File: config.mk
export PLATFORM = sky130hd
export DESIGN_NAME = ulb_top
export DESIGN_NICKNAME = d
export VERILOG_FILES = /design/src/ulb_pkg.sv /design/src/ulb_top.sv /design/src/ulb_baud.sv /design/src/ulb_rx.sv
export SDC_FILE = /design/constraint.sdc
export NUM_CORES = 1
export LEC_CHECK = 0
export BUFFER_PORTS_ARGS = -buffer_cell sky130_fd_sc_hd__buf_4
export CAP_MARGIN = 20
export CELL_PAD_IN_SITES_DETAIL_PLACEMENT = 1
export CELL_PAD_IN_SITES_GLOBAL_PLACEMENT = 2
export CORE_ASPECT_RATIO = 1.75
export CORE_UTILIZATION = 39
export CTS_CLUSTER_SIZE = 10
export DETAILED_ROUTE_END_ITERATION = 8
export GPL_TIMING_DRIVEN = 0
export PLACE_DENSITY = 0.9
export REMOVE_ABC_BUFFERS = 1
export SETUP_SLACK_MARGIN = 0.3
export SLEW_MARGIN = 20
export SYNTH_ARGS = -nofsm -noshare
export SYNTH_HDL_FRONTEND = slang
export SYNTH_HIERARCHICAL = 1
export SYNTH_SLANG_ARGS = --single-unit
File: constraint.sdc
create_clock -name ref_clk -period 3.5 [get_ports ref_clk]
set_input_delay 0.525 -clock ref_clk [delete_from_list [all_inputs] [get_ports ref_clk]]
set_output_delay 0.525 -clock ref_clk [all_outputs]
set_load 0.1 [all_outputs]
File: src/ulb_pkg.sv
package ulb_pkg;
   // ---------------------------------
   // Register byte addresses
   // ---------------------------------
   localparam logic [31:0] A_CTL0 = 32'hfffffa00;
   localparam logic [31:0] A_STR = 32'hfffffa04;
   localparam logic [31:0] A_OPT0 = 32'hfffffa08;
   localparam logic [31:0] A_TXH = 32'hfffffa0c;
   localparam logic [31:0] A_RXH = 32'hfffffa10;
   // ---------------------------------
   // Reset values and masks
   // ---------------------------------
   localparam logic [7:0] CTL0_RST = 8'h10;
   localparam logic [7:0] OPT0_RST = 8'h14;
   localparam logic [7:0] OPT0_RW_MASK = 8'h1f;
   localparam logic [2:0] STR_ERR_RST = 3'h0;
   localparam logic [7:0] HOLD_RST = 8'hff;
   // ---------------------------------
   // Field positions
   // ---------------------------------
   localparam int C_PWR = 7;
   localparam int C_TXE = 6;
   localparam int C_RXE = 5;
   localparam int C_DIR = 4;
   localparam int C_PS = 2;
   localparam int C_CL = 1;
   localparam int C_SL = 0;
   localparam int O_SRF = 7;
   localparam int O_SRT = 6;
   localparam int O_STT = 5;
   localparam int O_SLS = 2;
   localparam int O_TDL = 1;
   localparam int O_RDL = 0;
   localparam int S_TSF = 7;
   localparam int S_PE = 2;
   localparam int S_FE = 1;
   localparam int S_OVE = 0;
   // ---------------------------------
   // Parity modes
   // ---------------------------------
   localparam logic [1:0] PAR_NONE = 2'h0;
   localparam logic [1:0] PAR_ZERO = 2'h1;
   // ---------------------------------
   // Timing counts
   // ---------------------------------
   localparam logic [7:0] OS_DIV_M1 = 8'h03;
   localparam logic [3:0] OS_LAST = 4'hf;
   localparam logic [3:0] OS_MID = 4'h7;
   localparam logic [7:0] BRK_RX_MIN = 8'hb0;
   localparam logic [4:0] BRK_LO_BASE = 5'h08;
   localparam logic [4:0] BRK_HI_BASE = 5'h10;
   localparam logic [2:0] BRK_WRAP = 3'h5;
   // ---------------------------------
   // State types
   // ---------------------------------
   typedef enum logic [2:0] {TX_IDLE, TX_START, TX_DATA, TX_PAR, TX_STOP, TX_BRK} ulb_tx_st_t;
   typedef enum logic [1:0] {RX_IDLE, RX_START, RX_BITS, RX_STOP} ulb_rx_st_t;
endpackage

File: src/ulb_top.sv
`timescale 1ns/100ps
module ulb_top import ulb_pkg::*; (
   // Clock and reset
   input wire logic ref_clk,
   input wire logic rstn,
   // Register port
   input wire logic [31:0] addr,
   input wire logic [7:0] wr_data,
   input wire logic wr_stb,
   input wire logic rd_stb,
   output logic [7:0] rd_data,
   // Serial pins
   input wire logic serial_in_pin,
   output logic serial_out_pin
);
   logic [7:0] ctl0_q;
   logic [7:0] opt_q;
   logic [7:0] txh_q;
   logic [7:0] rxh_q;
   logic pwr;
   logic txe_on;
   logic rxe_on;
   logic dir;
   logic [1:0] ps;
   logic cl;
   logic wr_ctl;
   logic wr_opt;
   logic wr_str;
   logic wr_txh;
   logic rd_rxh;
   logic os_tick;
   logic stt_req;
   logic srt_arm;
   ulb_tx_st_t tx_st_q;
   logic [7:0] tsh_q;
   logic [3:0] os_q;
   logic [4:0] bit_q;
   logic line_q;
   logic tpar_q;
   logic pend_q;
   logic brk_pend_q;
   logic tsf_q;
   logic load;
   logic bit_end;
   logic stop_end;
   logic dbit;
   logic [4:0] brk_len;
   logic [2:0] sls;
   logic [7:0] tmask;
   logic txor;
   logic rx_line;
   logic rx_done;
   logic [7:0] rx_data;
   logic rx_perr;
   logic rx_ferr;
   logic rx_srf;
   logic rx_full_q;
   logic ovr;
   logic [2:0] err_q;
   logic [2:0] err_set;
   logic [8:0] brk_cnt_q;

   assign pwr = ctl0_q[C_PWR];
   assign txe_on = pwr & ctl0_q[C_TXE];
   assign rxe_on = pwr & ctl0_q[C_RXE];
   assign dir = ctl0_q[C_DIR];
   assign ps = ctl0_q[C_PS +: 2];
   assign cl = ctl0_q[C_CL];
   assign wr_ctl = wr_stb && addr == A_CTL0;
   assign wr_opt = wr_stb && addr == A_OPT0;
   assign wr_str = wr_stb && addr == A_STR;
   assign wr_txh = wr_stb && addr == A_TXH;
   assign rd_rxh = rd_stb && addr == A_RXH;
   assign stt_req = wr_opt & wr_data[O_STT] & txe_on;
   assign srt_arm = wr_opt & wr_data[O_SRT] & rxe_on & ~rx_srf;

   // ---------------------------------
   // Control registers
   // ---------------------------------
   always_ff @(posedge ref_clk) begin
      if (!rstn) begin
         ctl0_q <= CTL0_RST;
      end else if (wr_ctl) begin
         ctl0_q <= wr_data;
      end
   end

   always_ff @(posedge ref_clk) begin
      if (!rstn) begin
         opt_q <= OPT0_RST;
      end else if (wr_opt) begin
         opt_q <= wr_data & OPT0_RW_MASK;
      end
   end

   always_ff @(posedge ref_clk) begin
      if (!rstn) begin
         txh_q <= HOLD_RST;
      end else if (wr_txh) begin
         txh_q <= wr_data;
      end
   end

   ulb_baud u_baud (
      .ref_clk(ref_clk),
      .rstn(rstn),
      .run(pwr),
      .os_tick(os_tick)
   );

   // ---------------------------------
   // Transmitter
   // ---------------------------------
   assign sls = opt_q[O_SLS +: 3];
   assign brk_len = (sls >= BRK_WRAP) ? {2'h0, sls} + BRK_LO_BASE : {2'h0, sls} + BRK_HI_BASE;
   assign dbit = dir ? tsh_q[0] : tsh_q[7];
   assign bit_end = os_tick && os_q == OS_LAST;
   assign stop_end = tx_st_q == TX_STOP && bit_end && (bit_q != 5'h0 || !ctl0_q[C_SL]);
   // Leave idle only on a tick, so the first bit is a full bit time
   assign load = tx_st_q == TX_IDLE && pend_q && os_tick && !brk_pend_q && !stt_req;
   assign tmask = cl ? txh_q : (dir ? (txh_q & 8'h7f) : (txh_q & 8'hfe));
   assign txor = ^tmask;

   always_ff @(posedge ref_clk) begin
      if (!rstn || !txe_on) begin
         pend_q <= 1'b0;
      end else if (wr_txh) begin
         pend_q <= 1'b1;
      end else if (load) begin
         pend_q <= 1'b0;
      end
   end

   // Break request held until the next tick
   always_ff @(posedge ref_clk) begin
      if (!rstn || !txe_on) begin
         brk_pend_q <= 1'b0;
      end else if (stt_req && tx_st_q == TX_IDLE) begin
         brk_pend_q <= 1'b1;
      end else if (tx_st_q == TX_BRK) begin
         brk_pend_q <= 1'b0;
      end
   end

   always_ff @(posedge ref_clk) begin
      if (!rstn || !txe_on) begin
         tx_st_q <= TX_IDLE;
         tsh_q <= HOLD_RST;
         os_q <= 4'h0;
         bit_q <= 5'h0;
         line_q <= 1'b1;
         tpar_q <= 1'b0;
      end else begin
         case (tx_st_q)
            TX_IDLE: begin
               os_q <= 4'h0;
               bit_q <= 5'h0;
               if (os_tick && brk_pend_q) begin
                  tx_st_q <= TX_BRK;
                  line_q <= 1'b0;
               end else if (load) begin
                  tx_st_q <= TX_START;
                  tsh_q <= txh_q;
                  line_q <= 1'b0;
                  tpar_q <= (ps == PAR_ZERO) ? 1'b0 : txor ^ ~ps[0];
               end
            end
            TX_START: begin
               if (bit_end) begin
                  tx_st_q <= TX_DATA;
                  line_q <= dbit;
                  tsh_q <= dir ? tsh_q >> 1 : tsh_q << 1;
               end
            end
            TX_DATA: begin
               if (bit_end) begin
                  if (bit_q == (cl ? 5'h7 : 5'h6)) begin
                     bit_q <= 5'h0;
                     tx_st_q <= (ps != PAR_NONE) ? TX_PAR : TX_STOP;
                     line_q <= (ps != PAR_NONE) ? tpar_q : 1'b1;
                  end else begin
                     bit_q <= bit_q + 5'h1;
                     line_q <= dbit;
                     tsh_q <= dir ? tsh_q >> 1 : tsh_q << 1;
                  end
               end
            end
            TX_PAR: begin
               if (bit_end) begin
                  tx_st_q <= TX_STOP;
                  line_q <= 1'b1;
               end
            end
            TX_STOP: begin
               if (stop_end) begin
                  tx_st_q <= TX_IDLE;
               end else if (bit_end) begin
                  bit_q <= 5'h1;
               end
            end
            TX_BRK: begin
               if (bit_end && bit_q == brk_len - 5'h1) begin
                  tx_st_q <= TX_IDLE;
                  line_q <= 1'b1;
               end else if (bit_end) begin
                  bit_q <= bit_q + 5'h1;
               end
            end
            default: tx_st_q <= TX_IDLE;
         endcase
         if (tx_st_q != TX_IDLE) begin
            os_q <= bit_end ? 4'h0 : os_q + {3'h0, os_tick};
         end
      end
   end

   always_ff @(posedge ref_clk) begin
      if (!rstn || !txe_on) begin
         tsf_q <= 1'b0;
      end else if (wr_txh) begin
         tsf_q <= 1'b1;
      end else if (stop_end && !pend_q) begin
         tsf_q <= 1'b0;
      end
   end

   always_ff @(posedge ref_clk) begin
      if (!rstn) begin
         serial_out_pin <= 1'b1;
      end else begin
         serial_out_pin <= (pwr ? line_q : 1'b1) ^ opt_q[O_TDL];
      end
   end

   // ---------------------------------
   // Receiver
   // ---------------------------------
   assign rx_line = serial_in_pin ^ opt_q[O_RDL];

   ulb_rx u_rx (
      .ref_clk(ref_clk),
      .rstn(rstn),
      .en(rxe_on),
      .os_tick(os_tick),
      .rx_in(rx_line),
      .dir(dir),
      .ps(ps),
      .cl(cl),
      .arm(srt_arm),
      .done(rx_done),
      .data(rx_data),
      .perr(rx_perr),
      .ferr(rx_ferr),
      .srf(rx_srf)
   );

   assign ovr = rx_done && rx_full_q && !rd_rxh;

   always_ff @(posedge ref_clk) begin
      if (!rstn || !rxe_on) begin
         rx_full_q <= 1'b0;
      end else if (rx_done) begin
         rx_full_q <= 1'b1;
      end else if (rd_rxh) begin
         rx_full_q <= 1'b0;
      end
   end

   always_ff @(posedge ref_clk) begin
      if (!rstn || !pwr) begin
         rxh_q <= HOLD_RST;
      end else if (rx_done && !ovr) begin
         rxh_q <= rx_data;
      end
   end

   // ---------------------------------
   // Status flags
   // ---------------------------------
   assign err_set = {rx_done & rx_perr, rx_done & rx_ferr, ovr};

   for (genvar i = 0; i < 3; i++) begin : g_err
      always_ff @(posedge ref_clk) begin
         if (!rstn || !rxe_on) begin
            err_q[i] <= STR_ERR_RST[i];
         end else if (err_set[i]) begin
            err_q[i] <= 1'b1;
         end else if (wr_str && !wr_data[i]) begin
            err_q[i] <= 1'b0;
         end
      end
   end

   // ---------------------------------
   // Read port
   // ---------------------------------
   always_ff @(posedge ref_clk) begin
      if (!rstn || !rd_stb) begin
         rd_data <= 8'h00;
      end else begin
         case (addr)
            A_CTL0: rd_data <= ctl0_q;
            A_STR: rd_data <= {tsf_q, 4'h0, err_q};
            A_OPT0: rd_data <= {rx_srf, opt_q[6:0]};
            A_TXH: rd_data <= txh_q;
            A_RXH: rd_data <= rxh_q;
            default: rd_data <= 8'h00;
         endcase
      end
   end

   // ---------------------------------
   // Checks
   // ---------------------------------
   always_ff @(posedge ref_clk) begin
      if (!rstn || (tx_st_q != TX_BRK && tx_st_q != TX_STOP)) begin
         brk_cnt_q <= 9'h000;
      end else if (os_tick) begin
         brk_cnt_q <= brk_cnt_q + 9'h001;
      end
   end
endmodule // ulb_top

File: src/ulb_baud.sv
`timescale 1ns/100ps
module ulb_baud import ulb_pkg::*; (
   // Clock and reset
   input wire logic ref_clk,
   input wire logic rstn,
   // Control
   input wire logic run,
   output logic os_tick
);
   logic [7:0] cnt_q;

   always_ff @(posedge ref_clk) begin
      if (!rstn || !run) begin
         cnt_q <= 8'h00;
         os_tick <= 1'b0;
      end else begin
         os_tick <= (cnt_q == OS_DIV_M1);
         cnt_q <= (cnt_q == OS_DIV_M1) ? 8'h00 : cnt_q + 8'h01;
      end
   end
endmodule // ulb_baud

File: src/ulb_rx.sv
`timescale 1ns/100ps
module ulb_rx import ulb_pkg::*; (
   // Clock and reset
   input wire logic ref_clk,
   input wire logic rstn,
   // Control
   input wire logic en,
   input wire logic os_tick,
   input wire logic rx_in,
   input wire logic dir,
   input wire logic [1:0] ps,
   input wire logic cl,
   input wire logic arm,
   // Results
   output logic done,
   output logic [7:0] data,
   output logic perr,
   output logic ferr,
   output logic srf
);
   ulb_rx_st_t st_q;
   logic [3:0] os_q;
   logic [3:0] idx_q;
   logic [7:0] sh_q;
   logic par_q;
   logic [7:0] low_q;
   logic [3:0] nlast;
   logic haspar;
   logic x;

   assign nlast = cl ? 4'h7 : 4'h6;
   assign haspar = (ps != PAR_NONE);
   assign x = (^sh_q) ^ par_q;

   // ---------------------------------
   // Frame receiver
   // ---------------------------------
   always_ff @(posedge ref_clk) begin
      if (!rstn || !en) begin
         st_q <= RX_IDLE;
         os_q <= 4'h0;
         idx_q <= 4'h0;
         sh_q <= 8'h00;
         par_q <= 1'b0;
         done <= 1'b0;
         data <= HOLD_RST;
         perr <= 1'b0;
         ferr <= 1'b0;
      end else begin
         done <= 1'b0;
         case (st_q)
            RX_IDLE: begin
               if (!srf && !rx_in) begin
                  st_q <= RX_START;
                  os_q <= 4'h0;
               end
            end
            RX_START: begin
               if (os_tick && os_q == OS_MID) begin
                  st_q <= rx_in ? RX_IDLE : RX_BITS;
                  os_q <= 4'h0;
                  idx_q <= 4'h0;
                  sh_q <= 8'h00;
                  par_q <= 1'b0;
               end else if (os_tick) begin
                  os_q <= os_q + 4'h1;
               end
            end
            RX_BITS: begin
               if (os_tick && os_q == OS_LAST) begin
                  os_q <= 4'h0;
                  idx_q <= idx_q + 4'h1;
                  if (idx_q <= nlast) begin
                     if (dir) begin
                        sh_q[idx_q[2:0]] <= rx_in;
                     end else begin
                        sh_q[3'h7 - idx_q[2:0]] <= rx_in;
                     end
                  end else begin
                     par_q <= rx_in;
                  end
                  if ((idx_q == nlast && !haspar) || idx_q > nlast) begin
                     st_q <= RX_STOP;
                  end
               end else if (os_tick) begin
                  os_q <= os_q + 4'h1;
               end
            end
            RX_STOP: begin
               if (os_tick && os_q == OS_LAST) begin
                  st_q <= RX_IDLE;
                  done <= 1'b1;
                  data <= sh_q;
                  ferr <= !rx_in;
                  perr <= ps[1] & (x ^ ~ps[0]);
               end else if (os_tick) begin
                  os_q <= os_q + 4'h1;
               end
            end
            default: st_q <= RX_IDLE;
         endcase
      end
   end

   // ---------------------------------
   // Sync break detection
   // ---------------------------------
   always_ff @(posedge ref_clk) begin
      if (!rstn || !en) begin
         srf <= 1'b0;
         low_q <= 8'h00;
      end else if (arm) begin
         srf <= 1'b1;
         low_q <= 8'h00;
      end else if (srf && rx_in) begin
         low_q <= 8'h00;
         if (low_q >= BRK_RX_MIN) begin
            srf <= 1'b0;
         end
      end else if (srf && os_tick && low_q != 8'hff) begin
         low_q <= low_q + 8'h01;
      end
   end
endmodule // ulb_rx

==> results.sh, run 1 <==
export IMPL_outcome="complete, but fails checks"
export IMPL_violations_in_the_final_reports="DRC"
export IMPL_synth_top_flop_cell="sky130_fd_sc_hd__dfxtp_1"
export IMPL_postCtsSetupBuffers=0
export IMPL_number_of_global_route_vias_before_repair=6235
export IMPL_synth_area_mm2=0.00625
export IMPL_max_cap_violations=0
export IMPL_tritoncts_clock_tree="done"
export IMPL_timing_worst_slew_pin_value_ns=1.03
export IMPL_clk_latency_ns=0.42
export IMPL_asyncSetResetFlopFracSynth_pct=0
export IMPL_post_cts_resized=0
export IMPL_post_dp_hpwl_um=14100
export IMPL_grt_start_max_net_pins=30
export IMPL_finalCoreUtilization_pct=46.8
export IMPL_final_hold_violation_count=0
export IMPL_fmax_mhz=338
export IMPL_final_layout_size_suffix_gt1_share_pct=15.0
export IMPL_drt_total_wl_um=18900
export IMPL_fp_coreArea_mm2=0.0155
export IMPL_diodes=0
export IMPL_die_area_mm2=0.0165
export IMPL_cp_slowest_cell="sky130_fd_sc_hd__nor3b_2"
export IMPL_first_pass_grt_wire_length_um=31300
export IMPL_syn_instance_count=734
export IMPL_critical_path_n_buffers_inverters=1
export IMPL_critPathKind="input pin to flop"
export IMPL_period_needed_ns=2.96
export IMPL_drtIter0Drc=212
export IMPL_antenna_found_initial=0
export IMPL_num_vias=5760
export IMPL_boundaryPins=54
export IMPL_worst_ir_drop_vdd_mv=0.233
export IMPL_seq_total_area_yosys_pct=36.9
export IMPL_yosysUniqueCellTypes=83
export IMPL_synthAdderAreaFrac_pct=2.40
export IMPL_finalWeightedCongestion=0.827
export IMPL_synth_mux_area_fraction_pct=5.53
export IMPL_timing_critical_path_arrival_ns=3.25
export IMPL_clk_pin_slew_worst_paths_ns=0.06
export IMPL_io_buffers=53
export IMPL_ys_warnings_count=6
export IMPL_cp_top_family="simple AND/OR/NAND/NOR gates"
export IMPL_cts_max_path_buffers=2
export IMPL_critical_path_max_fanout=11
export IMPL_areaGrowthSynthToFinish_pct=16.3
export IMPL_cts_max_level=4
export IMPL_ctsRootBufferMaster="sky130_fd_sc_hd__clkbuf_16"
export IMPL_floorplan_die_height_um=169
export IMPL_floorplan_die_width_um=97.7
export IMPL_clock_skew_final_ns=0.00977
export IMPL_final_nets=826
export IMPL_post_synth_and_or_nand_nor_area_fraction_pct=28.0
export IMPL_unrepaired_setup_endpoints_after_global_routing="false"
export IMPL_ff2ff_setup_slack_ns=0.73
export IMPL_crit_chain="buf_4 > or4_4 > nor3b_2 > nand4_2 > nor2_1 > a21oi_1 > nand2_1 > a211oi_1"
export IMPL_final_setup_vio_count=0
export IMPL_synthXorXnorAreaFrac_pct=4.79
export IMPL_power_leakage_nw=2.69
export IMPL_worst_ep_required_time_ns=3.79
export IMPL_timing_max_slew_rel_slack_pct=31.3
export IMPL_cts_buffers=17
export IMPL_antenna_left=0
export IMPL_tritoncts_num_sinks=115
export IMPL_hold_path_class="input pin to flop"
export IMPL_layout_commonest_cell="sky130_fd_sc_hd__dfxtp_1"
export IMPL_grt_util_all_layers_pct=24.0
export IMPL_cts_hold_buf=0
export IMPL_post_route_period_util_pct=84.5
export IMPL_synth_edf_count=0
export IMPL_most_frequent_cells_in_the_layout="sky130_fd_sc_hd__dfxtp_1, sky130_fd_sc_hd__nand2_1, sky130_fd_sc_hd__nand3_1, sky130_fd_sc_hd__buf_4, sky130_fd_sc_hd__nor2_1"
export IMPL_route_detailed_wl_per_inst_um=19.6
export IMPL_avgSynthCellArea_um2=8.51
export IMPL_synth_compound_gate_area_share_pct=18.7
export IMPL_vias_per_cell=5.96
export IMPL_number_of_rows_in_the_core_area=60
export IMPL_slowest_delay_ns=0.82
export IMPL_cellPowerDensity_mw_per_mm2=423
export IMPL_synth_top_family_by_area="simple AND/OR/NAND/NOR gates"
export IMPL_crit_path_end_kind="flop"
export IMPL_fin_setup_tns_ns=0
export IMPL_critPathLaunchType="input pin"
export IMPL_dr_pass1_iters=6
export IMPL_globalRouteOverflowTotal=0
export IMPL_register_bit_total_from_synthesis=115
export IMPL_timing_final_max_slew_violations=0
export IMPL_initial_core_util_pct=40.2
export IMPL_drc=2
==> tightest hold or removal path, cell delays in order <==
cell                      delay [ns]
sky130_fd_sc_hd__buf_4          0.09
sky130_fd_sc_hd__nand3_1        0.06
sky130_fd_sc_hd__nand3_1        0.08
==> path summary, 6_finish.rpt <==
kind	from	to	cells after the start
hold reg to reg	u_rx/data[5]	u_rx/data[5]	2
setup / recovery	addr[5]	u_rx/low_q[2]	8
hold / removal	wr_data[4]	ctl0_q[4]	3
setup reg to reg	u_baud/os_tick	tx_st_q[1]	6
==> per-layer routing <==
metal / global-route usage, % / share of wire [%] / vias to the layer above
met5: 0 / 0 / -
met2: 46.9 / 56 / 115
met1: 23.9 / 38 / 2838
met4: 12.9 / 3.7 / 0
met3: 3.83 / 2.7 / 42
li1: - / - / 2765
==> per-stage QoR <==
stage | worst slack, ns | cell area (µm²) | cells | power (W) | hold WS [ns]
global placement | 0.250 | 6690 | 936 | 0.00141 | 0.454
floorplan | 0.954 | 6060 | 697 | 0.00136 | 0.440
detailed placement | 0.140 | 6700 | 936 | 0.00141 | 0.473
CTS | 0.615 | 7270 | 967 | 0.00310 | 0.359
global route | 0.454 | 7270 | 967 | 0.00317 | 0.386
finish | 0.542 | 7270 | 967 | 0.00307 | 0.367
==> logic make-up (layout without fill, tap and decap cells) <==
group | after synthesis | count (layout)
AND/OR/NAND/NOR | 328 | 328
adder cells (fa/ha/maj) | 12 | 12
flip-flops | 115 | 115
multiplexers | 34 | 34
AO/OA/AOI/OAI | 164 | 164
XOR/XNOR | 31 | 31
buffers and inverters | 50 | 97
==> synthesized netlist by cell type, drive strengths merged, types with 12 or more instances <==
cell type	instances	area [µm²]
mux2i	30	300
ha	12	150
nand3	65	335
xnor2	20	175
clkbuf	20	75.1
nor2	49	194
dfxtp	115	2300
nor3	18	90.1
o21ai	35	175
and3	13	87.6
a21oi	32	164
buf	17	110
inv	13	48.8
a22oi	17	128
a21boi	12	90.1
nand2	97	364
nand4	15	115
and2	17	106
==> power by group <==
group | total, W | switching (W) | internal, W
clock | 0.00169 | 0.000649 | 0.00104
combinational | 0.0000760 | 0.0000348 | 0.0000412
sequential | 0.00131 | 0.000000000000157 | 0.00131
total | 0.00307 | 0.000684 | 0.00239
==> area by class of cell <==
| class | count | area [µm²] |
|---|---|---|
| fill | 1864 | 8270 |
| multi-input combinational | 569 | 3720 |
| sequential | 115 | 2300 |
| clock buffer | 18 | 429 |
| timing repair buffer | 53 | 398 |
| tap | 186 | 233 |
| clock inverter | 13 | 136 |
| inverter | 13 | 48.8 |
==> flip-flops by register name, indices dropped and copies added, names as in the netlist, 4 cells and up, named ones only <==
signal / count
bit_q: 5
ctl0_q: 8
opt_q: 5
os_q: 4
rd_data: 8
rxh_q: 8
tsh_q: 8
txh_q: 8
u_baud/cnt_q: 8
u_rx/data: 8
u_rx/idx_q: 4
u_rx/low_q: 8
u_rx/os_q: 4
u_rx/sh_q: 8
No activity file was read; power rests on OpenSTA's default activity.
==> run 2, diff against run 1 <==
--- a/config.mk
+++ b/config.mk
@@ -10,11 +10,11 @@
 export CELL_PAD_IN_SITES_DETAIL_PLACEMENT = 1
 export CELL_PAD_IN_SITES_GLOBAL_PLACEMENT = 2
 export CORE_ASPECT_RATIO = 1.75
-export CORE_UTILIZATION = 39
+export CORE_UTILIZATION = 37
 export CTS_CLUSTER_SIZE = 10
 export DETAILED_ROUTE_END_ITERATION = 8
 export GPL_TIMING_DRIVEN = 0
-export PLACE_DENSITY = 0.9
+export PLACE_DENSITY = 0.87
 export REMOVE_ABC_BUFFERS = 1
 export SETUP_SLACK_MARGIN = 0.3
 export SLEW_MARGIN = 20
==> constraint.sdc (replaced) <==
create_clock -name ref_clk -period 2.75 [get_ports ref_clk]
set_input_delay 0.4125 -clock ref_clk [delete_from_list [all_inputs] [get_ports ref_clk]]
set_output_delay 0.4125 -clock ref_clk [all_outputs]
set_load 0.1 [all_outputs]
==> run 2 against run 1 <==
  * Cell count increased by 4.4%
  * Critical path depth unchanged
  * Core utilization decreased by 1.5 points
  * Critical path type is now flop to flop
  * The run now ends clean
  * Sequential power increased by 27%
==> results.sh, run 2 (synthesized netlist as in run 1, its figures left out) <==
export IMPL_most_frequent_cells_in_the_layout="sky130_fd_sc_hd__dfxtp_1, sky130_fd_sc_hd__nand2_1, sky130_fd_sc_hd__nand3_1, sky130_fd_sc_hd__buf_4, sky130_fd_sc_hd__nor2_1"
export IMPL_slowest_delay_ns=0.44
export IMPL_cts_buffers=17
export IMPL_period_needed_ns=2.33
export IMPL_floorplan_die_width_um=100
export IMPL_hold_path_class="input pin to flop"
export IMPL_crit_chain="inv_1 > ha_1 > xor2_1 > nand3_2 > or2_2 > o21ai_4 > nand4_1 > a32o_1"
export IMPL_finalPower_w=0.00405
export IMPL_io_buffers=53
export IMPL_clk_latency_ns=0.42
export IMPL_place_detailed_instances=974
export IMPL_number_of_rows_in_the_core_area=62
export IMPL_drt_total_wl_um=19500
export IMPL_die_area_mm2=0.0174
export IMPL_final_layout_size_suffix_gt1_share_pct=16.7
export IMPL_unrepaired_setup_endpoints_after_global_routing="true"
export IMPL_critical_path_n_buffers_inverters=1
export IMPL_initial_core_util_pct=38.0
export IMPL_clk_pin_slew_worst_paths_ns=0.06
export IMPL_timing_max_slew_rel_slack_pct=41.5
export IMPL_power_leakage_nw=2.75
export IMPL_grt_util_all_layers_pct=23.2
export IMPL_sw_frac_of_total_pct=22.1
export IMPL_worst_ir_drop_vdd_mv=0.405
export IMPL_crit_path_end_kind="flop"
export IMPL_route_detailed_wl_per_inst_um=19.3
export IMPL_dr_pass1_iters=4
export IMPL_critical_path_max_fanout=7
export IMPL_fmax_mhz=429
export IMPL_max_cap_violations=0
export IMPL_number_of_global_route_vias_before_repair=6226
export IMPL_antenna_left=0
export IMPL_timing_final_max_slew_violations=0
export IMPL_critPathLaunchType="flop"
export IMPL_power_sequential_fraction_pct=41.1
export IMPL_post_dp_hpwl_um=14500
export IMPL_finalWeightedCongestion=0.854
export IMPL_grt_start_max_net_pins=30
export IMPL_final_setup_vio_count=0
export IMPL_cellPowerDensity_mw_per_mm2=544
export IMPL_post_route_period_util_pct=84.8
export IMPL_cts_hold_buf=0
export IMPL_areaGrowthSynthToFinish_pct=19.1
export IMPL_power_share_combinational_pct=2.5
export IMPL_worst_ep_required_time_ns=3.05
export IMPL_diodes=0
export IMPL_final_hold_violation_count=0
export IMPL_critPathKind="flop to flop"
export IMPL_first_pass_grt_wire_length_um=31400
export IMPL_cts_max_level=4
export IMPL_globalRouteOverflowTotal=0
export IMPL_tritoncts_clock_tree="done"
export IMPL_vias_per_cell=5.75
export IMPL_ctsRootBufferMaster="sky130_fd_sc_hd__clkbuf_16"
export IMPL_num_vias=5809
export IMPL_cp_top_family="simple AND/OR/NAND/NOR gates"
export IMPL_internal_power_w=0.00315
export IMPL_floorplan_die_height_um=174
export IMPL_clock_skew_final_ns=0.0102
export IMPL_antenna_found_initial=0
export IMPL_layout_commonest_cell="sky130_fd_sc_hd__dfxtp_1"
export IMPL_hold_worst_slack_ns=0.279
export IMPL_fp_coreArea_mm2=0.0164
export IMPL_num_fill_cells=1961
export IMPL_boundaryPins=54
export IMPL_cts_max_path_buffers=2
export IMPL_timing_critical_path_arrival_ns=2.63
export IMPL_timing_worst_slew_pin_value_ns=0.870
export IMPL_cp_slowest_cell="sky130_fd_sc_hd__dfxtp_2"
export IMPL_final_nets=830
export IMPL_drtIter0Drc=188
export IMPL_share_clk_of_total_power_pct=56.4
export IMPL_outcome="complete, no violations"
export IMPL_fin_cells=1010
export IMPL_p_switching_w=0.000893
export IMPL_tritoncts_num_sinks=115
export IMPL_drc=0
## run 2: cell count changes in the layout (fill, tap and decap cells not counted), moves of 2 or more
cell / delta
sky130_fd_sc_hd__dfxtp_1: -3
sky130_fd_sc_hd__clkinv_2: -3
sky130_fd_sc_hd__clkinv_4: +2
sky130_fd_sc_hd__dfxtp_4: +2
sky130_fd_sc_hd__buf_4: +4
sky130_fd_sc_hd__inv_6: +2
## run 2: routing by layer
metal | track usage, % | wire length, µm | vias to the layer above
met1 | 23.2 | 7330 | 2885
met5 | 0 | 0 | -
met2 | 44.9 | 11000 | 116
met4 | 11.2 | 574 | 0
met3 | 3.62 | 512 | 41
li1 | - | - | 2767
## run 2: what timing repair did
item	CTS	global route
pin swaps	1	1
setup buffers	3	1
gates cloned	0	0
resized for setup	6	9
setup endpoints to repair	45	17
## run 2: power by group through the flow
stage / Combinational, W / Clock (W) / Sequential (W)
after floorplan: 0.0000229 / 0 / 0.00170
after CTS: 0.000100 / 0.00232 / 0.00167
after global routing: 0.000107 / 0.00239 / 0.00166
after detailed placement: 0.0000985 / 0 / 0.00170
after global placement: 0.0000960 / 0 / 0.00170
final: 0.000101 / 0.00228 / 0.00166
## run 2: area by class of cell
type                       instances  area (µm²)  area share, %
sequential                       115        2310           31.1
multi-input combinational        569        3760           50.6
clock inverter                    14         179           2.40
inverter                          13        48.8          0.656
clock buffer                      18         429           5.77
tap                              224         280           3.77
timing repair buffer              57         428           5.75
## run 2: worst paths after layout
| check | startpoint | to | slack (ns) | cells past startpoint |
|---|---|---|---|---|
| max | opt_q[2] | tx_st_q[1] | 0.42 | 8 |
| max reg2reg | opt_q[2] | tx_st_q[1] | 0.42 | 8 |
| min reg2reg | u_rx/ferr | err_q[1] | 0.49 | 2 |
| min | wr_data[7] | txh_q[7] | 0.28 | 3 |
## run 2: metrics by stage
stage                     setup TNS [ns]  cell area, µm²  setup WS, ns  utilization, %
after floorplan                        0            6060         0.316               -
final                                  0            7440         0.417            45.2
after detailed placement          -11.81            6750        -0.495            41.0
after global routing                   0            7440         0.248            45.2
after global placement             -9.57            6740        -0.410            41.0
after CTS                              0            7400         0.279            45.0
## run 2: worst reg2reg max path: cells and delay by family, from the launching register on
| family | cells | cell delay, ns |
|---|---|---|
| AOI/OAI and AO/OA | 2 | 0.57 |
| DFF | 1 | 0.44 |
| xor gates and xnor gates | 1 | 0.19 |
| and+or+nand+nor | 3 | 0.64 |
| buffers and inverters | 1 | 0.07 |
| adders and majority gates | 1 | 0.32 |
==> run 3, diff against run 2 <==
--- a/config.mk
+++ b/config.mk
@@ -5,12 +5,13 @@
 export SDC_FILE = /design/constraint.sdc
 export NUM_CORES = 1
 export LEC_CHECK = 0
+export ABC_AREA = 1
 export BUFFER_PORTS_ARGS = -buffer_cell sky130_fd_sc_hd__buf_4
 export CAP_MARGIN = 20
 export CELL_PAD_IN_SITES_DETAIL_PLACEMENT = 1
 export CELL_PAD_IN_SITES_GLOBAL_PLACEMENT = 2
 export CORE_ASPECT_RATIO = 1.75
-export CORE_UTILIZATION = 37
+export CORE_UTILIZATION = 34
 export CTS_CLUSTER_SIZE = 10
 export DETAILED_ROUTE_END_ITERATION = 8
 export GPL_TIMING_DRIVEN = 0
==> constraint.sdc (replaced) <==
create_clock -name ref_clk -period 2.3 [get_ports ref_clk]
set_input_delay 0.345 -clock ref_clk [delete_from_list [all_inputs] [get_ports ref_clk]]
set_output_delay 0.345 -clock ref_clk [all_outputs]
set_load 0.1 [all_outputs]
==> run 3 against run 2 <==
  * Largest cell class unchanged
  * Register-to-register slack barely moved
  * Synthesized cell count rose by 31%
  * Combinational power up 18%
  * Highest routed layer unchanged
  * Critical path depth grew 2
  * Critical path type unchanged
  * Cell area rose by 5.4%
  * Cell count grew 26%
  * Maximum frequency up 25%
  * First-iteration DRC count decreased by 9.6%
  * Synthesized area rose by 3.6%
  * Global-route usage decreased by 1.4 points
  * Routed wire length rose by 3.5%
  * Critical endpoint is now tsh_q[6]
==> results.sh, run 3 <==
export IMPL_p_switching_w=0.00106
export IMPL_timing_critical_path_arrival_ns=2.18
export IMPL_final_layout_size_suffix_gt1_share_pct=18.0
export IMPL_post_synth_top_count_cell="sky130_fd_sc_hd__nand2_1"
export IMPL_preCtsSetupSlack_ns=-0.890
export IMPL_globalRouteOverflowTotal=0
export IMPL_area_share_of_the_leading_cell_type_in_the_synthesized_netlist_pct=35.6
export IMPL_slowest_delay_ns=0.40
export IMPL_io_buffers=53
export IMPL_final_setup_vio_count=0
export IMPL_drtIter0Drc=170
export IMPL_vias_per_cell=5.09
export IMPL_power_share_combinational_pct=2.5
export IMPL_tritoncts_clock_tree="done"
export IMPL_clk_latency_ns=0.42
export IMPL_route_detailed_wl_per_inst_um=15.8
export IMPL_final_nets=1084
export IMPL_cts_buffers=17
export IMPL_dr_pass1_iters=4
export IMPL_drt_total_wl_um=20100
export IMPL_drc=0
export IMPL_ys_warnings_count=6
export IMPL_netlist_top_cells_area="sky130_fd_sc_hd__dfxtp_1, sky130_fd_sc_hd__nand2_1, sky130_fd_sc_hd__nor2_1"
export IMPL_seq_total_area_yosys_pct=35.6
export IMPL_number_of_global_route_vias_before_repair=6983
export IMPL_floorplan_die_width_um=106
export IMPL_share_clk_of_total_power_pct=56.0
export IMPL_finalWeightedCongestion=0.808
export IMPL_crit_path_end_kind="flop"
export IMPL_unrepaired_setup_endpoints_after_global_routing="true"
export IMPL_synth_cells_most_frequent="sky130_fd_sc_hd__nand2_1, sky130_fd_sc_hd__nor2_1, sky130_fd_sc_hd__dfxtp_1"
export IMPL_outcome="complete, no violations"
export IMPL_worst_ir_drop_vdd_mv=0.484
export IMPL_fin_ws_ns=0.429
export IMPL_clk_pin_slew_worst_paths_ns=0.06
export IMPL_sw_frac_of_total_pct=22.0
export IMPL_first_pass_grt_wire_length_um=33000
export IMPL_fmax_mhz=535
export IMPL_diodes=0
export IMPL_syn_instance_count=960
export IMPL_ctsRootBufferMaster="sky130_fd_sc_hd__clkbuf_16"
export IMPL_critical_path_max_fanout=7
export IMPL_clock_skew_final_ns=0.00778
export IMPL_timing_max_slew_rel_slack_pct=47.5
export IMPL_cts_max_path_buffers=2
export IMPL_number_of_rows_in_the_core_area=66
export IMPL_num_fill_cells=2449
export IMPL_max_cap_violations=0
export IMPL_grt_util_all_layers_pct=21.7
export IMPL_synth_top_flop_cell="sky130_fd_sc_hd__dfxtp_1"
export IMPL_timing_final_max_slew_violations=0
export IMPL_multiInputGateArea_mm2=0.00369
export IMPL_most_frequent_cells_in_the_layout="sky130_fd_sc_hd__nand2_1, sky130_fd_sc_hd__nor2_1, sky130_fd_sc_hd__dfxtp_1, sky130_fd_sc_hd__inv_1, sky130_fd_sc_hd__nand3_1"
export IMPL_fp_coreArea_mm2=0.0186
export IMPL_critPathMostFrequentCell="sky130_fd_sc_hd__inv_1"
export IMPL_tritoncts_num_sinks=115
export IMPL_crit_chain="nand3_1 > nor2_4 > inv_1 > nand2_2 > inv_1 > nor4_4 > buf_4 > nand2_4 > a21oi_1 > nand2_1"
export IMPL_cts_hold_buf=0
export IMPL_antenna_found_initial=0
export IMPL_post_dp_hpwl_um=15400
export IMPL_post_route_period_util_pct=81.3
export IMPL_num_vias=6504
export IMPL_final_seq_area_mm2=0.00232
export IMPL_internal_power_w=0.00374
export IMPL_power_leakage_nw=3.25
export IMPL_synth_edf_count=0
export IMPL_layout_commonest_cell="sky130_fd_sc_hd__nand2_1"
export IMPL_asyncSetResetFlopFracSynth_pct=0
export IMPL_synth_area_mm2=0.00647
export IMPL_cts_max_level=4
export IMPL_worst_ep_required_time_ns=2.61
export IMPL_period_needed_ns=1.87
export IMPL_cp_slowest_cell="sky130_fd_sc_hd__dfxtp_4"
export IMPL_antenna_left=0
export IMPL_initial_core_util_pct=34.8
export IMPL_areaGrowthSynthToFinish_pct=21.1
export IMPL_cellPowerDensity_mw_per_mm2=611
export IMPL_die_area_mm2=0.0196
export IMPL_boundaryPins=54
export IMPL_fin_setup_tns_ns=0
export IMPL_avgSynthCellArea_um2=6.74
export IMPL_critPathKind="flop to flop"
export IMPL_register_bit_total_from_synthesis=115
export IMPL_synth_largest_area_cell="sky130_fd_sc_hd__dfxtp_1"
export IMPL_hold_path_class="input pin to flop"
export IMPL_timing_worst_slew_pin_value_ns=0.787
export IMPL_yosysUniqueCellTypes=48
export IMPL_critPathLaunchType="flop"
export IMPL_floorplan_die_height_um=185
export IMPL_final_hold_violation_count=0
export IMPL_power_sequential_fraction_pct=41.5
export IMPL_grt_start_max_net_pins=20
## run 3: kinds of logic (layout without fill, tap and decap cells)
kind of cell	Yosys count	count (layout)	synth area share, %
adder cells (fa/ha/maj)	12	12	2.32
AND/OR/NAND/NOR	505	506	35.7
flip-flops	115	115	35.6
buffers and inverters	140	218	8.81
AO/OA/AOI/OAI	169	169	15.1
XOR/XNOR	19	19	2.57
## run 3: per-layer routing
| layer | vias up | track usage [%] | wire length (µm) | share of wire (%) |
|---|---|---|---|---|
| met5 | - | 0 | 0 | 0 |
| met4 | 0 | 12.8 | 985 | 4.9 |
| met3 | 58 | 3.78 | 470 | 2.3 |
| met2 | 106 | 43.3 | 11300 | 56 |
| met1 | 3085 | 20.0 | 7410 | 37 |
| li1 | 3255 | - | - | - |
## run 3: critical path, delay by kind of cell, from the launching register on
family	cells	cell delay (ns)
and+or+nand+nor	6	0.82
DFF	1	0.40
buffers and inverters	3	0.37
AOI/OAI and AO/OA	1	0.16
## run 3: repair_timing
action / CTS / global route
pin swaps: 6 / 6
gates resized for setup: 18 / 19
setup endpoints to repair: 38 / 31
cloned: 1 / 0
setup buffers: 5 / 5
## run 3: through the flow
stage	instance area [µm²]	cells	total power, W	hold WS (ns)	util, %
2_1_floorplan	6370	944	0.00207	0.421	-
3_3_place_gp	7070	1235	0.00215	0.441	38.0
3_5_place_dp	7070	1235	0.00215	0.448	38.1
4_1_cts	7760	1272	0.00485	0.157	41.7
5_1_grt	7840	1277	0.00494	0.168	42.2
6_report	7840	1277	0.00479	0.177	42.2
## run 3: worst paths after layout
path                             endpoint  cells past startpoint  slack, ns            from
worst max-delay path             tsh_q[6]                     10       0.43  u_baud/os_tick
worst min-delay path            ctl0_q[4]                      3       0.18      wr_data[4]
worst max register to register   tsh_q[6]                     10       0.43  u_baud/os_tick
worst min register to register   rxh_q[1]                      2       0.46        rxh_q[1]
## run 3: cell type report
class,count,area share (%)
multi-input combinational,706,47.1
clock buffer,17,5.42
inverter,124,6.05
tap,238,3.80
sequential,115,29.5
clock inverter,14,2.09
timing repair buffer,63,6.03
## run 3: power by group through the flow
| stage | Clock, W | Combinational [W] | Sequential (W) |
|---|---|---|---|
| floorplan | 0 | 0.0000358 | 0.00204 |
| global placement | 0 | 0.000118 | 0.00204 |
| detailed placement | 0 | 0.000119 | 0.00204 |
| CTS | 0.00274 | 0.000119 | 0.00199 |
| global route | 0.00282 | 0.000130 | 0.00199 |
| finish | 0.00268 | 0.000119 | 0.00199 |
